--- config.mk ---
export PLATFORM = sky130hd
export DESIGN_NAME = csd_regs
export DESIGN_NICKNAME = d
export VERILOG_FILES = /design/src/csd_regs.v /design/src/csd_chan_diag.v
export VERILOG_INCLUDE_DIRS = /design/src /design/src/src
export SDC_FILE = /design/constraint.sdc
export NUM_CORES = 1
export LEC_CHECK = 0
export ABC_AREA = 0
export BUFFER_PORTS_ARGS = -buffer_cell sky130_fd_sc_hd__buf_2
export CAP_MARGIN = 15
export CORE_UTILIZATION = 60
export CTS_CLUSTER_SIZE = 40
export DETAILED_ROUTE_END_ITERATION = 7
export GPL_ROUTABILITY_DRIVEN = 0
export HOLD_SLACK_MARGIN = 0.08
export PLACE_DENSITY = 0.8
export SYNTH_ARGS = -nofsm -noshare
export SYNTH_HDL_FRONTEND = slang
export SYNTH_SLANG_ARGS = --single-unit
--- constraint.sdc ---
create_clock -name clk_in -period 5.15 [get_ports clk_in]
set_clock_uncertainty 0.1 [all_clocks]
set_input_delay 0.2575 -clock clk_in [delete_from_list [all_inputs] [get_ports clk_in]]
set_output_delay 0.2575 -clock clk_in [all_outputs]
set_load 0.02 [all_outputs]
--- src/csd_defs.vh ---
// Register map, field positions, reset values and timing counts for the channel state and diagnostics bank
`ifndef CSD_DEFS_VH
`define CSD_DEFS_VH
// Register offsets
`define CSD_ADDR_REQ_STATE 8'h04
`define CSD_ADDR_CH1_GAIN 8'h05
`define CSD_ADDR_CH2_GAIN 8'h06
`define CSD_ADDR_DIAG_CTRL 8'h09
`define CSD_ADDR_DIAG_THR 8'h0a
`define CSD_ADDR_DIAG_FAULT 8'h0c
`define CSD_ADDR_DIAG_LINE 8'h0e
`define CSD_ADDR_ACT_STATE 8'h0f
// Reset values
`define CSD_RST_REQ_STATE 8'h55
`define CSD_RST_GAIN 8'hcf
`define CSD_RST_DIAG_CTRL 8'h00
`define CSD_RST_DIAG_THR 8'h11
`define CSD_RST_ACT_STATE 8'h55
// Channel state encodings
`define CSD_ST_PLAY 2'h0
`define CSD_ST_HIZ 2'h1
`define CSD_ST_MUTE 2'h2
`define CSD_ST_DIAG 2'h3
// Field positions in the diagnostics control register
`define CSD_BIT_ABORT 7
`define CSD_BIT_DBL_RAMP 6
`define CSD_BIT_DBL_SETTLE 5
`define CSD_BIT_LINE_EN 1
`define CSD_BIT_AUTO_INHIBIT 0
// Gain mapping: codes below this fully mute
`define CSD_GAIN_MUTE_BELOW 8'h07
// Highest defined shorted-load threshold code
`define CSD_THR_MAX 4'h9
// Diagnostic phase lengths in clock cycles (normal setting)
`define CSD_RAMP_CYCLES 16'h0100
`define CSD_SETTLE_CYCLES 16'h0100
`define CSD_MEAS_CYCLES 16'h0040
`define CSD_LINE_CYCLES 16'h0040
`endif

--- src/csd_regs.v ---
// Channel state, gain and DC load diagnostic register bank for a two-channel amplifier
`timescale 1ns/1ps
`include "csd_defs.vh"
// Notes on behaviour
// - Two-bit requested state per channel: play, hi-Z, mute, diagnostics; resets hi-Z.
// - Read-only actual state per channel in bits 7-6 and 5-4; resets hi-Z.
// - Eight-bit gain per channel at 0x05 and 0x06; reset 0xcf is unity.
// - Gain 0.5 dB per step; 0xff is +24 dB, 0x07 -100 dB, below mutes.
// - Writing the abort bit high stops any diagnostic run in progress.
// - Bits 6 and 5 double ramp and settle durations respectively.
// - Line-output detection runs only while bit 1 is set.
// - With bit 0 clear, diagnostics start on leaving hi-Z and after faults.
// - With bit 0 set, diagnostics run only when requested explicitly.
// - Four-bit shorted-load threshold per channel, 0.5 ohm steps, resets to 1 ohm.
// - Four result flags per channel: ground, supply, open, shorted load.
// - Line-output-detected flag per channel in bits 3 and 2.
module csd_regs (
   // Clock and reset
   input wire clk_in,
   input wire reset_n_in,
   // Register access port from the control-bus front end
   input wire [7:0] reg_addr_in,
   input wire reg_write_in,
   input wire [7:0] reg_wdata_in,
   output reg [7:0] reg_rdata_out,
   // Per-channel fault events and analogue comparator results (asynchronous)
   input wire [1:0] chan_fault_in,
   input wire [1:0] meas_s2g_in,
   input wire [1:0] meas_s2p_in,
   input wire [1:0] meas_open_in,
   input wire [7:0] meas_load_code_in,
   input wire [1:0] meas_line_in,
   // Per-channel gain steering to the datapath and diagnostic busy flags
   output reg [7:0] ch1_gain_out,
   output reg [7:0] ch2_gain_out,
   output reg [1:0] gain_mute_out,
   output wire [1:0] diag_busy_out
);
   // ----------------------------------------
   // Storage
   // ----------------------------------------
   reg [7:0] channel_requested_state;
   reg [7:0] ch1_gain_code;
   reg [7:0] ch2_gain_code;
   reg [7:0] diag_control_main;
   reg [7:0] diag_short_thresholds;
   wire [7:0] diag_fault_results;
   wire [7:0] diag_line_level_results;
   wire [7:0] channel_actual_state;
   wire [1:0] first_channel_actual_state;
   wire [1:0] second_channel_actual_state;
   wire [3:0] ch1_flags;
   wire [3:0] ch2_flags;
   wire first_channel_line_level_flag;
   wire second_channel_line_level_flag;

   // ----------------------------------------
   // Input synchronisers
   // ----------------------------------------
   // Analogue side is asynchronous; two stages before any use
   reg [17:0] sync_a;
   reg [17:0] sync_b;
   reg [1:0] fault_prev;
   wire [1:0] fault_rise;
   always @(posedge clk_in) begin
      if (!reset_n_in) begin
         sync_a <= 18'h00000;
         sync_b <= 18'h00000;
         fault_prev <= 2'h0;
      end else begin
         sync_a <= {chan_fault_in, meas_s2g_in, meas_s2p_in, meas_open_in, meas_load_code_in, meas_line_in};
         sync_b <= sync_a;
         fault_prev <= sync_b[17:16];
      end
   end
   // A fault triggers one run on its rising edge, not continuously
   assign fault_rise = sync_b[17:16] & ~fault_prev;

   // ----------------------------------------
   // Register writes
   // ----------------------------------------
   // Reserved fields are stored as written; host restores them
   always @(posedge clk_in) begin
      if (!reset_n_in) begin
         channel_requested_state <= `CSD_RST_REQ_STATE;
         ch1_gain_code <= `CSD_RST_GAIN;
         ch2_gain_code <= `CSD_RST_GAIN;
         diag_control_main <= `CSD_RST_DIAG_CTRL;
         diag_short_thresholds <= `CSD_RST_DIAG_THR;
      end else if (reg_write_in) begin
         case (reg_addr_in)
            `CSD_ADDR_REQ_STATE: channel_requested_state <= reg_wdata_in;
            `CSD_ADDR_CH1_GAIN: ch1_gain_code <= reg_wdata_in;
            `CSD_ADDR_CH2_GAIN: ch2_gain_code <= reg_wdata_in;
            // Abort bit stays set until the host clears it again
            `CSD_ADDR_DIAG_CTRL: diag_control_main <= reg_wdata_in;
            `CSD_ADDR_DIAG_THR: diag_short_thresholds <= reg_wdata_in;
            default: begin
            end
         endcase
      end
   end

   // ----------------------------------------
   // Gain steering
   // ----------------------------------------
   // Code passed through as dB index; codes below the floor force mute
   always @(posedge clk_in) begin
      if (!reset_n_in) begin
         ch1_gain_out <= `CSD_RST_GAIN;
         ch2_gain_out <= `CSD_RST_GAIN;
         gain_mute_out <= 2'h0;
      end else begin
         ch1_gain_out <= ch1_gain_code;
         ch2_gain_out <= ch2_gain_code;
         gain_mute_out <= {ch2_gain_code < `CSD_GAIN_MUTE_BELOW, ch1_gain_code < `CSD_GAIN_MUTE_BELOW};
      end
   end

   // ----------------------------------------
   // Channel sequencers
   // ----------------------------------------
   csd_chan_diag u_ch1 (
      .clk_in(clk_in),
      .reset_n_in(reset_n_in),
      .requested_state_in(channel_requested_state[7:6]),
      .abort_in(diag_control_main[`CSD_BIT_ABORT]),
      .double_ramp_in(diag_control_main[`CSD_BIT_DBL_RAMP]),
      .double_settle_in(diag_control_main[`CSD_BIT_DBL_SETTLE]),
      .line_enable_in(diag_control_main[`CSD_BIT_LINE_EN]),
      .auto_inhibit_in(diag_control_main[`CSD_BIT_AUTO_INHIBIT]),
      .short_threshold_in(diag_short_thresholds[7:4]),
      .fault_event_in(fault_rise[0]),
      .meas_s2g_in(sync_b[14]),
      .meas_s2p_in(sync_b[12]),
      .meas_open_in(sync_b[10]),
      .meas_load_code_in(sync_b[9:6]),
      .meas_line_in(sync_b[1]),
      .actual_state_out(first_channel_actual_state),
      .fault_flags_out(ch1_flags),
      .line_flag_out(first_channel_line_level_flag),
      .diag_busy_out(diag_busy_out[0])
   );
   csd_chan_diag u_ch2 (
      .clk_in(clk_in),
      .reset_n_in(reset_n_in),
      .requested_state_in(channel_requested_state[5:4]),
      .abort_in(diag_control_main[`CSD_BIT_ABORT]),
      .double_ramp_in(diag_control_main[`CSD_BIT_DBL_RAMP]),
      .double_settle_in(diag_control_main[`CSD_BIT_DBL_SETTLE]),
      .line_enable_in(diag_control_main[`CSD_BIT_LINE_EN]),
      .auto_inhibit_in(diag_control_main[`CSD_BIT_AUTO_INHIBIT]),
      .short_threshold_in(diag_short_thresholds[3:0]),
      .fault_event_in(fault_rise[1]),
      .meas_s2g_in(sync_b[15]),
      .meas_s2p_in(sync_b[13]),
      .meas_open_in(sync_b[11]),
      .meas_load_code_in(sync_b[5:2]),
      .meas_line_in(sync_b[0]),
      .actual_state_out(second_channel_actual_state),
      .fault_flags_out(ch2_flags),
      .line_flag_out(second_channel_line_level_flag),
      .diag_busy_out(diag_busy_out[1])
   );

   // ----------------------------------------
   // Read-only views
   // ----------------------------------------
   // Reserved state fields read as their reset code
   assign channel_actual_state = {first_channel_actual_state, second_channel_actual_state, 4'h5};
   assign diag_fault_results = {ch1_flags, ch2_flags};
   assign diag_line_level_results = {4'h0, first_channel_line_level_flag,
                                     second_channel_line_level_flag, 2'h0};

   // ----------------------------------------
   // Read data
   // ----------------------------------------
   // Registered so data is a flop output; unmapped reads return zero
   always @(posedge clk_in) begin
      if (!reset_n_in) begin
         reg_rdata_out <= 8'h00;
      end else begin
         case (reg_addr_in)
            `CSD_ADDR_REQ_STATE: reg_rdata_out <= channel_requested_state;
            `CSD_ADDR_CH1_GAIN: reg_rdata_out <= ch1_gain_code;
            `CSD_ADDR_CH2_GAIN: reg_rdata_out <= ch2_gain_code;
            `CSD_ADDR_DIAG_CTRL: reg_rdata_out <= diag_control_main;
            `CSD_ADDR_DIAG_THR: reg_rdata_out <= diag_short_thresholds;
            `CSD_ADDR_DIAG_FAULT: reg_rdata_out <= diag_fault_results;
            `CSD_ADDR_DIAG_LINE: reg_rdata_out <= diag_line_level_results;
            `CSD_ADDR_ACT_STATE: reg_rdata_out <= channel_actual_state;
            default: reg_rdata_out <= 8'h00;
         endcase
      end
   end
endmodule

--- src/csd_chan_diag.v ---
// One channel's state sequencer and DC load diagnostic run
`timescale 1ns/1ps
`include "csd_defs.vh"
module csd_chan_diag (
   // Clock and reset
   input wire clk_in,
   input wire reset_n_in,
   // Control from the register bank
   input wire [1:0] requested_state_in,
   input wire abort_in,
   input wire double_ramp_in,
   input wire double_settle_in,
   input wire line_enable_in,
   input wire auto_inhibit_in,
   input wire [3:0] short_threshold_in,
   // Analogue comparator results, already synchronised
   input wire fault_event_in,
   input wire meas_s2g_in,
   input wire meas_s2p_in,
   input wire meas_open_in,
   input wire [3:0] meas_load_code_in,
   input wire meas_line_in,
   // Results
   output reg [1:0] actual_state_out,
   output reg [3:0] fault_flags_out,
   output reg line_flag_out,
   output wire diag_busy_out
);
   localparam [4:0] S_IDLE = 5'h01;
   localparam [4:0] S_RAMP = 5'h02;
   localparam [4:0] S_SETTLE = 5'h04;
   localparam [4:0] S_MEAS = 5'h08;
   localparam [4:0] S_LINE = 5'h10;

   reg [4:0] state;
   reg [15:0] count;
   reg [1:0] prev_req;
   reg explicit_run;
   wire leave_hiz;
   wire auto_start;
   wire req_start;
   wire [15:0] ramp_len;
   wire [15:0] settle_len;

   localparam [15:0] RAMP_NORM = `CSD_RAMP_CYCLES;
   localparam [15:0] SETTLE_NORM = `CSD_SETTLE_CYCLES;

   // Doubling is a left shift of the normal phase length; top bit dropped on purpose
   assign ramp_len = double_ramp_in ? {RAMP_NORM[14:0], 1'b0} : RAMP_NORM;
   assign settle_len = double_settle_in ? {SETTLE_NORM[14:0], 1'b0} : SETTLE_NORM;
   assign leave_hiz = (prev_req == `CSD_ST_HIZ) && (requested_state_in != `CSD_ST_HIZ);
   // Automatic runs only while not inhibited
   assign auto_start = !auto_inhibit_in && (leave_hiz || fault_event_in);
   assign req_start = (requested_state_in == `CSD_ST_DIAG) && (prev_req != `CSD_ST_DIAG);
   assign diag_busy_out = (state != S_IDLE);

   // Sequencer; abort wins over any phase and holds off new starts while set
   always @(posedge clk_in) begin
      if (!reset_n_in) begin
         state <= S_IDLE;
         count <= 16'h0000;
         prev_req <= `CSD_ST_HIZ;
         explicit_run <= 1'b0;
         actual_state_out <= `CSD_ST_HIZ;
         fault_flags_out <= 4'h0;
         line_flag_out <= 1'b0;
      end else begin
         prev_req <= requested_state_in;
         if (abort_in) begin
            state <= S_IDLE;
            count <= 16'h0000;
            explicit_run <= 1'b0;
            actual_state_out <= `CSD_ST_HIZ;
         end else begin
            case (state)
               S_IDLE: begin
                  // A finished explicit run keeps reporting diagnostics until the request changes
                  if (requested_state_in != `CSD_ST_DIAG) begin
                     actual_state_out <= requested_state_in;
                  end
                  if (auto_start || req_start) begin
                     state <= S_RAMP;
                     count <= 16'h0000;
                     explicit_run <= req_start;
                     fault_flags_out <= 4'h0;
                     line_flag_out <= 1'b0;
                     actual_state_out <= `CSD_ST_DIAG;
                  end
               end
               S_RAMP: begin
                  count <= count + 16'h0001;
                  if (count >= ramp_len - 16'h0001) begin
                     state <= S_SETTLE;
                     count <= 16'h0000;
                  end
               end
               S_SETTLE: begin
                  count <= count + 16'h0001;
                  if (count >= settle_len - 16'h0001) begin
                     state <= S_MEAS;
                     count <= 16'h0000;
                  end
               end
               S_MEAS: begin
                  count <= count + 16'h0001;
                  if (count == `CSD_MEAS_CYCLES - 16'h0001) begin
                     // Order: ground, supply, open, shorted
                     fault_flags_out <= {meas_s2g_in, meas_s2p_in, meas_open_in,
                                         (meas_load_code_in <= short_threshold_in)};
                     count <= 16'h0000;
                     state <= line_enable_in ? S_LINE : S_IDLE;
                     if (!line_enable_in) begin
                        actual_state_out <= explicit_run ? `CSD_ST_DIAG : `CSD_ST_HIZ;
                     end
                  end
               end
               S_LINE: begin
                  count <= count + 16'h0001;
                  if (count == `CSD_LINE_CYCLES - 16'h0001) begin
                     line_flag_out <= meas_line_in;
                     state <= S_IDLE;
                     actual_state_out <= explicit_run ? `CSD_ST_DIAG : `CSD_ST_HIZ;
                  end
               end
               default: begin
                  state <= S_IDLE;
               end
            endcase
         end
      end
   end
endmodule

==> impl_metrics.csv, run 1 <==
group,metric,value,unit
finish,areaGrowthSynthToFinish,15.4,%
detailed_routing,vias_per_cell,6.01,
logic_synthesis,yosysUniqueCellTypes,68,
logic_synthesis,synth_edf_count,0,
setup_path,timing.rr.end,"u_ch2.count[2]$_SDFFE_PP0P_",
placement,portBuffers,64,
sta,setup_ws,2440,ps
global_route,grtUsageTotal,0.280,
cts,clk_pin_slew,70,ps
floorplan,chipWidth,113,um
finish,fillCellCount,899,
setup_path,r2r-start,"u_ch2.state[4]$_SDFFE_PP0P_",
sta,rsz0062_at_grt,"false",
floorplan,die_h,113,um
floorplan,die-area,12700,um^2
global_route,grt_pass1_vias,5927,
hold_path,min_path_type,"in -> reg",
logic_synthesis,synth_top_area_cell,"dfxtp_1",
cts,cts_made_buffers,17,
setup_path,start_kind,"flip-flop",
cts,cts_root_buf,"clkbuf_16",
logic_synthesis,synth.top_cell.area_share,0.450,
hold_path,worstHoldStart,"reg_addr_in[2]",
finish,antennaDiodeCount,0,
hold_path,hold_end,"diag_control_main[3]$_SDFFE_PN0P_",
cts,htreeDepth,4,
setup_path,crit_type,"reg -> reg",
floorplan,coreArea,12000,um^2
logic_synthesis,synthesis.nets,879,
detailed_routing,ant_nets,0,
cts,ctsResizeCount,0,
detailed_routing,vias,6334,
sta,timing_hold_violations_final,0,
sta,setup_tns,0,ps
setup_path,critPathMaxFanout,16,
sta,worst_pin_slew,959,ps
detailed_routing,drcViolationCount,0,
detailed_routing,wl_per_cell,16.6,um
setup_path,cp.required,5340,ps
setup_path,crit_path_end_kind,"flip-flop",
logic_synthesis,yosysSeqAreaShare,0.450,
power_and_ir_drop,powerDensity,369,nW/um^2
global_route,antenna_found_initial,0,
global_route,grt_pass1_wl,28100,um
sta,fmax,0.368,GHz
detailed_routing,wl_met1,7300,um
power_and_ir_drop,leakage,3.22,nW
cts,ctsHoldBuffers,26,
status,status,"complete, no violations",
setup_path,cp_slowest_cell,"o31ai_4",
placement,place_ws,2400,ps
logic_synthesis,syn_inst,828,
floorplan,io_pins,65,
floorplan,initial_core_util,0.614,
detailed_routing,highest_layer,"met4",
cts,postCtsSetupBuffers,0,
detailed_routing,met2_length,8570,um
sta,final_max_slew_viol_count,0,
logic_synthesis,avgSynthCellArea,8.91,um^2
cts,clock-sinks,166,
logic_synthesis,synth.area.top_cells,"dfxtp_1 45%, nand2_1 5.3%, and2_1 4.3%, nand3_1 3.9%, mux2i_1 2.7%",
setup_path,arrival,2900,ps
setup_path,crit_path_max_incr_delay,660,ps
floorplan,rows,40,
logic_synthesis,syn_area,7380,um^2
sta,maxSlewHeadroom,0.358,
sta,final.period_utilization,0.527,
logic_synthesis,ys_ff_latch,166,
logic_synthesis,yosysWarnings,0,
cts,clk_latency,430,ps
sta,min_period,2710,ps
run,cap_violations,0,
power_and_ir_drop,vdd.ir_drop.worst,0.287,mV
setup_path,reg2reg_depth,6,
setup_path,path_cells,"xor2_1 -> nand3b_1 -> nand4_1 -> nand2_2 -> o31ai_4 -> nor2_1",
placement,dp_hpwl,11600,um
logic_synthesis,async_flop_share,0,
cts,cts_max_path_buffers,2,
finish,drive_above_1_share,0.146,
hold_path,min_path_cells,4,
detailed_routing,drt_iter0_markers,543,
setup_path,rrSetupSlack,2440,ps
detailed_routing,wl_met3,1160,um
global_route,overflow,0,
logic_synthesis,synth_ff_type,"dfxtp_1",
sta,finalSetupViolCount,0,
cts,tritoncts,"built",
detailed_routing,finalWirelength,17500,um
global_route,grt_start_max_net_pins,113,
finish,nets,945,
detailed_routing,drt_pre_antenna_iters,5,
report_power, final:
group          leakage, nW  internal, mW  switching, mW
registers             1.35          1.32         0.0339
clock network        0.281         0.660          0.556
logic                 1.59         0.199          0.375
total                 3.22          2.18          0.965
final cells by class:
cell class,count,area [um^2],share of cell area
inverters,28,105,0.0123
flip-flops and latches,166,3320,0.390
repair buffers,92,596,0.0699
clock inverters,12,106,0.0125
clock buffers,20,457,0.0536
multi-input cells,589,3750,0.440
well taps,147,184,0.0216
placed cells by master (no fill, tap or decap), types with 6 or more instances in the layout:
master,instances
nand2_1,104
mux2i_1,20
xor2_1,21
dlygate4sd3_1,26
nor2_1,46
nor2b_1,14
nand3b_1,6
buf_2,64
a22oi_1,16
nand3_1,57
a21oi_1,26
nor3_2,6
o21ai_0,21
ha_1,14
and2_1,51
inv_6,6
nand2b_1,23
and3_1,9
dfxtp_1,166
a21boi_0,26
inv_1,27
clkbuf_16,17
nor3_1,16
nand4_1,20
or3_1,7
synthesized netlist by cell type (4+ instances only):
library cell  count
nand3_1          57
o21ai_0          21
ha_1             14
xor2_1           21
nand2b_1         23
buf_2            15
nand2_1         104
nand4_1          20
clkbuf_1         25
or3_1             7
a21boi_0         26
o211ai_1          5
mux2i_1          20
nor2b_1          14
and2_1           51
xnor2_1           4
nor3_2            6
inv_1            27
and4_1            4
and3_1            9
a22oi_1          16
nor2_1           46
a21oi_1          26
nor3_1           16
nand3b_1          6
a31oi_1           5
dfxtp_1         166
kinds of logic after synthesis:
| family | synth area share |
|---|---|
| AO/OA/AOI/OAI | 0.138 |
| multiplexers | 0.0271 |
| XOR/XNOR | 0.0297 |
| AND/OR/NAND/NOR | 0.289 |
| flip-flops | 0.450 |
| buffers and inverters | 0.0417 |
| adder cells (fa/ha/maj) | 0.0237 |
critical path, delay by kind of cell, from the launching register on:
family	cells	cell delay (ps)
compound gates	1	660
xor+xnor	1	190
flops	1	520
simple gates	4	1100
registers in the layout (all words and copies together) (netlist names), 4 cells and up:
signal and cells:
ch2_gain_code 8, u_ch1.fault_flags_out 4, ch1_gain_out 8, diag_short_thresholds 8, u_ch1.state 5, u_ch2.fault_flags_out 4, sync_a 18, sync_b 18
u_ch2.state 5, channel_requested_state 8, u_ch1.count 16, ch2_gain_out 8, diag_control_main 8, reg_rdata_out 8, ch1_gain_code 8, u_ch2.count 16
layer usage:
| layer | track usage | vias up |
|---|---|---|
| met5 | 0 | - |
| met4 | 0.105 | 0 |
| met3 | 0.0632 | 40 |
| met2 | 0.478 | 233 |
| met1 | 0.346 | 3035 |
| li1 | - | 3026 |
through the flow:
| step | power [mW] | hold slack [ps] | area (um^2) | std cells | util |
|---|---|---|---|---|---|
| floorplan | 1.82 | 253 | 7380 | 828 | - |
| CTS | 3.14 | 186 | 8520 | 1054 | 0.709 |
| finish | 3.14 | 196 | 8520 | 1054 | 0.709 |
| global placement | 1.91 | 317 | 7690 | 996 | 0.641 |
| global route | 3.26 | 219 | 8520 | 1054 | 0.709 |
| detailed placement | 1.93 | 319 | 7690 | 996 | 0.641 |
worst max-delay path by stage:
stage,from,endpoint,slack (ps),cells after the start
4_1_cts,u_ch2.state[4]$_SDFFE_PP0P_,u_ch2.count[2]$_SDFFE_PP0P_,2460,6
3_3_place_gp,reg_addr_in[5],reg_rdata_out[6]$_SDFF_PN0_,2520,7
5_1_grt,u_ch2.state[4]$_SDFFE_PP0P_,u_ch2.count[6]$_SDFFE_PP0P_,2180,6
2_1_floorplan,u_ch1.count[0]$_SDFFE_PP0P_,u_ch1.count[10]$_SDFFE_PP0P_,3070,9
3_5_place_dp,reg_addr_in[1],diag_short_thresholds[4]$_SDFFE_PN1P_,2400,6
6_report,u_ch2.state[4]$_SDFFE_PP0P_,u_ch2.count[2]$_SDFFE_PP0P_,2440,6
Note: power is estimated with default switching activity, not from simulation.
==> run 2: changes to the inputs <==
Settings changed: ABC_AREA 0 to 1, CORE_UTILIZATION 60 to 54, PLACE_DENSITY 0.8 to 0.76.
Clock period 5.15 ns to 2.21 ns, I/O delays scaled along.
==> impl_metrics.csv, run 2 <==
group,metric,value,unit
global_route,grt_pass1_vias,6720,
detailed_routing,vias,7475,
setup_path,start_kind,"flip-flop",
setup_path,crit_path_end_kind,"flip-flop",
sta,worst_pin_slew,585,ps
cts,ctsResizeCount,0,
logic_synthesis,syn_inst,1132,
sta,finalSetupViolCount,0,
placement,portBuffers,64,
logic_synthesis,ys_ff_latch,166,
sta,rsz0062_at_grt,"false",
setup_path,cpMostUsedCell,"nand2_1",
global_route,grt_pass1_wl,31100,um
finish,fillCellCount,1209,
finish,multiInputGateArea,3830,um^2
finish,layout_common_cells,"292 x nand2_1, 166 x dfxtp_1, 157 x inv_1",
finish,antennaDiodeCount,0,
cts,cts_max_path_buffers,2,
sta,setup_tns,0,ps
detailed_routing,vias_per_cell,5.27,
sta,timing_hold_violations_final,0,
logic_synthesis,async_flop_share,0,
logic_synthesis,synth.area.top_cells,"dfxtp_1 42%, nand2_1 14%, inv_1 7.4%, nor2_1 5.3%, nand3_1 5.1%",
cts,tritoncts,"built",
finish,layout_commonest_cell,"nand2_1",
floorplan,chipWidth,123,um
setup_path,critPathMaxFanout,5,
finish,reg_top3,"sync_a (18), sync_b (18)",
power_and_ir_drop,powerDensity,1020,nW/um^2
setup_path,cp.required,2480,ps
power_and_ir_drop,leakage,4.49,nW
power_and_ir_drop,vdd.ir_drop.worst,0.670,mV
global_route,grt_start_max_net_pins,95,
cts,postCtsSetupBuffers,0,
logic_synthesis,synthTopCellsByCount,"292 x nand2_1, 166 x dfxtp_1, 157 x inv_1",
logic_synthesis,yosysWarnings,0,
floorplan,die_h,123,um
cts,htreeDepth,4,
sta,final.period_utilization,0.860,
setup_path,cp_slowest_cell,"dfxtp_1",
detailed_routing,drt_pre_antenna_iters,5,
status,status,"complete, no violations",
floorplan,io_pins,65,
logic_synthesis,yosysUniqueCellTypes,39,
logic_synthesis,syn_area,7950,um^2
cts,cts_root_buf,"clkbuf_16",
logic_synthesis,synth.top_cell.area_share,0.418,
cts,clk_latency,430,ps
setup_path,crit_type,"reg -> reg",
logic_synthesis,yosysMostFrequentCell,"nand2_1",
cts,clk_pin_slew,70,ps
setup_path,crit_path_max_incr_delay,380,ps
power_and_ir_drop,finalPower,9.46,mW
global_route,overflow,0,
placement,dp_hpwl,13500,um
sta,min_period,1900,ps
detailed_routing,drcViolationCount,0,
detailed_routing,finalWirelength,19000,um
detailed_routing,ant_nets,0,
floorplan,coreArea,14100,um^2
setup_path,path_cells,"ha_1 -> nand3_1 -> nor2_1 -> nand3b_1 -> nand2_1 -> inv_1 -> nor2_2 -> nand2_1 -> nand2_1 -> inv_1 -> nor2_1",
floorplan,initial_core_util,0.564,
logic_synthesis,synth_top_area_cell,"dfxtp_1",
finish,drive_above_1_share,0.147,
setup_path,arrival,2180,ps
sta,final_max_slew_viol_count,0,
detailed_routing,wl_per_cell,13.4,um
global_route,antenna_found_initial,0,
run,cap_violations,0,
floorplan,rows,43,
detailed_routing,drt_iter0_markers,763,
logic_synthesis,yosysSeqAreaShare,0.418,
cts,cts_made_buffers,17,
logic_synthesis,synth_ff_type,"dfxtp_1",
finish,regArea,3320,um^2
global_route,grtUsageTotal,0.263,
finish,nets,1277,
finish,areaGrowthSynthToFinish,17.3,%
sta,maxSlewHeadroom,0.609,
logic_synthesis,synthesis.nets,1183,
sta,fmax,0.526,GHz
logic_synthesis,synth_edf_count,0,
cts,clock-sinks,166,
floorplan,die-area,15200,um^2
logic_synthesis,avgSynthCellArea,7.02,um^2
hold_path,min_path_type,"in -> reg",
cts,ctsHoldBuffers,29,
-- run 2: cell types whose count changed in the layout (fill, tap and decap cells not counted), sizes merged, moves of 30 or more --
cell / delta
and2: -52
o21ai: +30
inv: +138
nand2: +204
nor2: +87
a21oi: +31
nand3: +31
-- run 2: worst paths after layout --
kind / slack [ps] / cells past startpoint / endpoint / start
worst min register to register: 310 / 2 / sync_b[14]$_SDFF_PN0_ / sync_a[14]$_SDFF_PN0_
worst min-delay path: 110 / 4 / channel_requested_state[5]$_SDFFE_PN0P_ / reg_write_in
worst max-delay path: 310 / 11 / u_ch2.actual_state_out[1]$_SDFFE_PP0P_ / u_ch2.count[0]$_SDFFE_PP0P_
worst max register to register: 310 / 11 / u_ch2.actual_state_out[1]$_SDFFE_PP0P_ / u_ch2.count[0]$_SDFFE_PP0P_
-- run 2: per-stage QoR --
| stage | util | instances | cell area [um^2] | setup slack, ps | hold WS, ps |
|---|---|---|---|---|---|
| floorplan | - | 1132 | 7950 | 600 | 108 |
| global placement | 0.599 | 1358 | 8440 | 402 | 190 |
| detailed placement | 0.599 | 1358 | 8440 | 327 | 194 |
| CTS | 0.661 | 1419 | 9320 | 304 | 95.1 |
| global route | 0.661 | 1419 | 9320 | 95.6 | 122 |
| finish | 0.661 | 1419 | 9320 | 308 | 112 |
-- run 2: report_power, final --
part           internal (mW)  leakage [nW]  switching, mW  total, mW
Clock                   1.70         0.286           1.28       2.97
Sequential              3.24          1.35          0.184       3.43
Combinational          0.961          2.85           2.10       3.06
Total                   5.90          4.49           3.56       9.46
-- run 2: cells by family after synthesis --
logic type | Yosys count | share of synthesized area
buffers and inverters | 198 | 0.0992
adders and majority gates | 14 | 0.0220
and+or+nand+nor | 603 | 0.352
DFF | 166 | 0.418
xor gates and xnor gates | 2 | 0.00220
AOI/OAI and AO/OA | 149 | 0.107
-- run 2: layout make-up --
cell class                      count  area share
Multi-Input combinational cell    768       0.411
Sequential cell                   166       0.357
Timing Repair Buffer              105      0.0765
Inverter                          168      0.0677
Clock buffer                       18      0.0460
Tap cell                          180      0.0242
Clock inverter                     14      0.0176
-- run 2: critical path, delay by kind of cell, from the launching register on --
kind | cells | cell delay [ps]
adders and majority gates | 1 | 260
buffers and inverters | 2 | 110
DFF | 1 | 380
and+or+nand+nor | 8 | 1000
-- run 2: per-layer routing --
metal  global-route usage  up-vias  wire length (um)
met5                    0        -                 0
met4                0.120        0               436
met3               0.0452       42              1100
met2                0.414      249              8670
met1                0.350     3373              8750
li1                     -     3811                 -
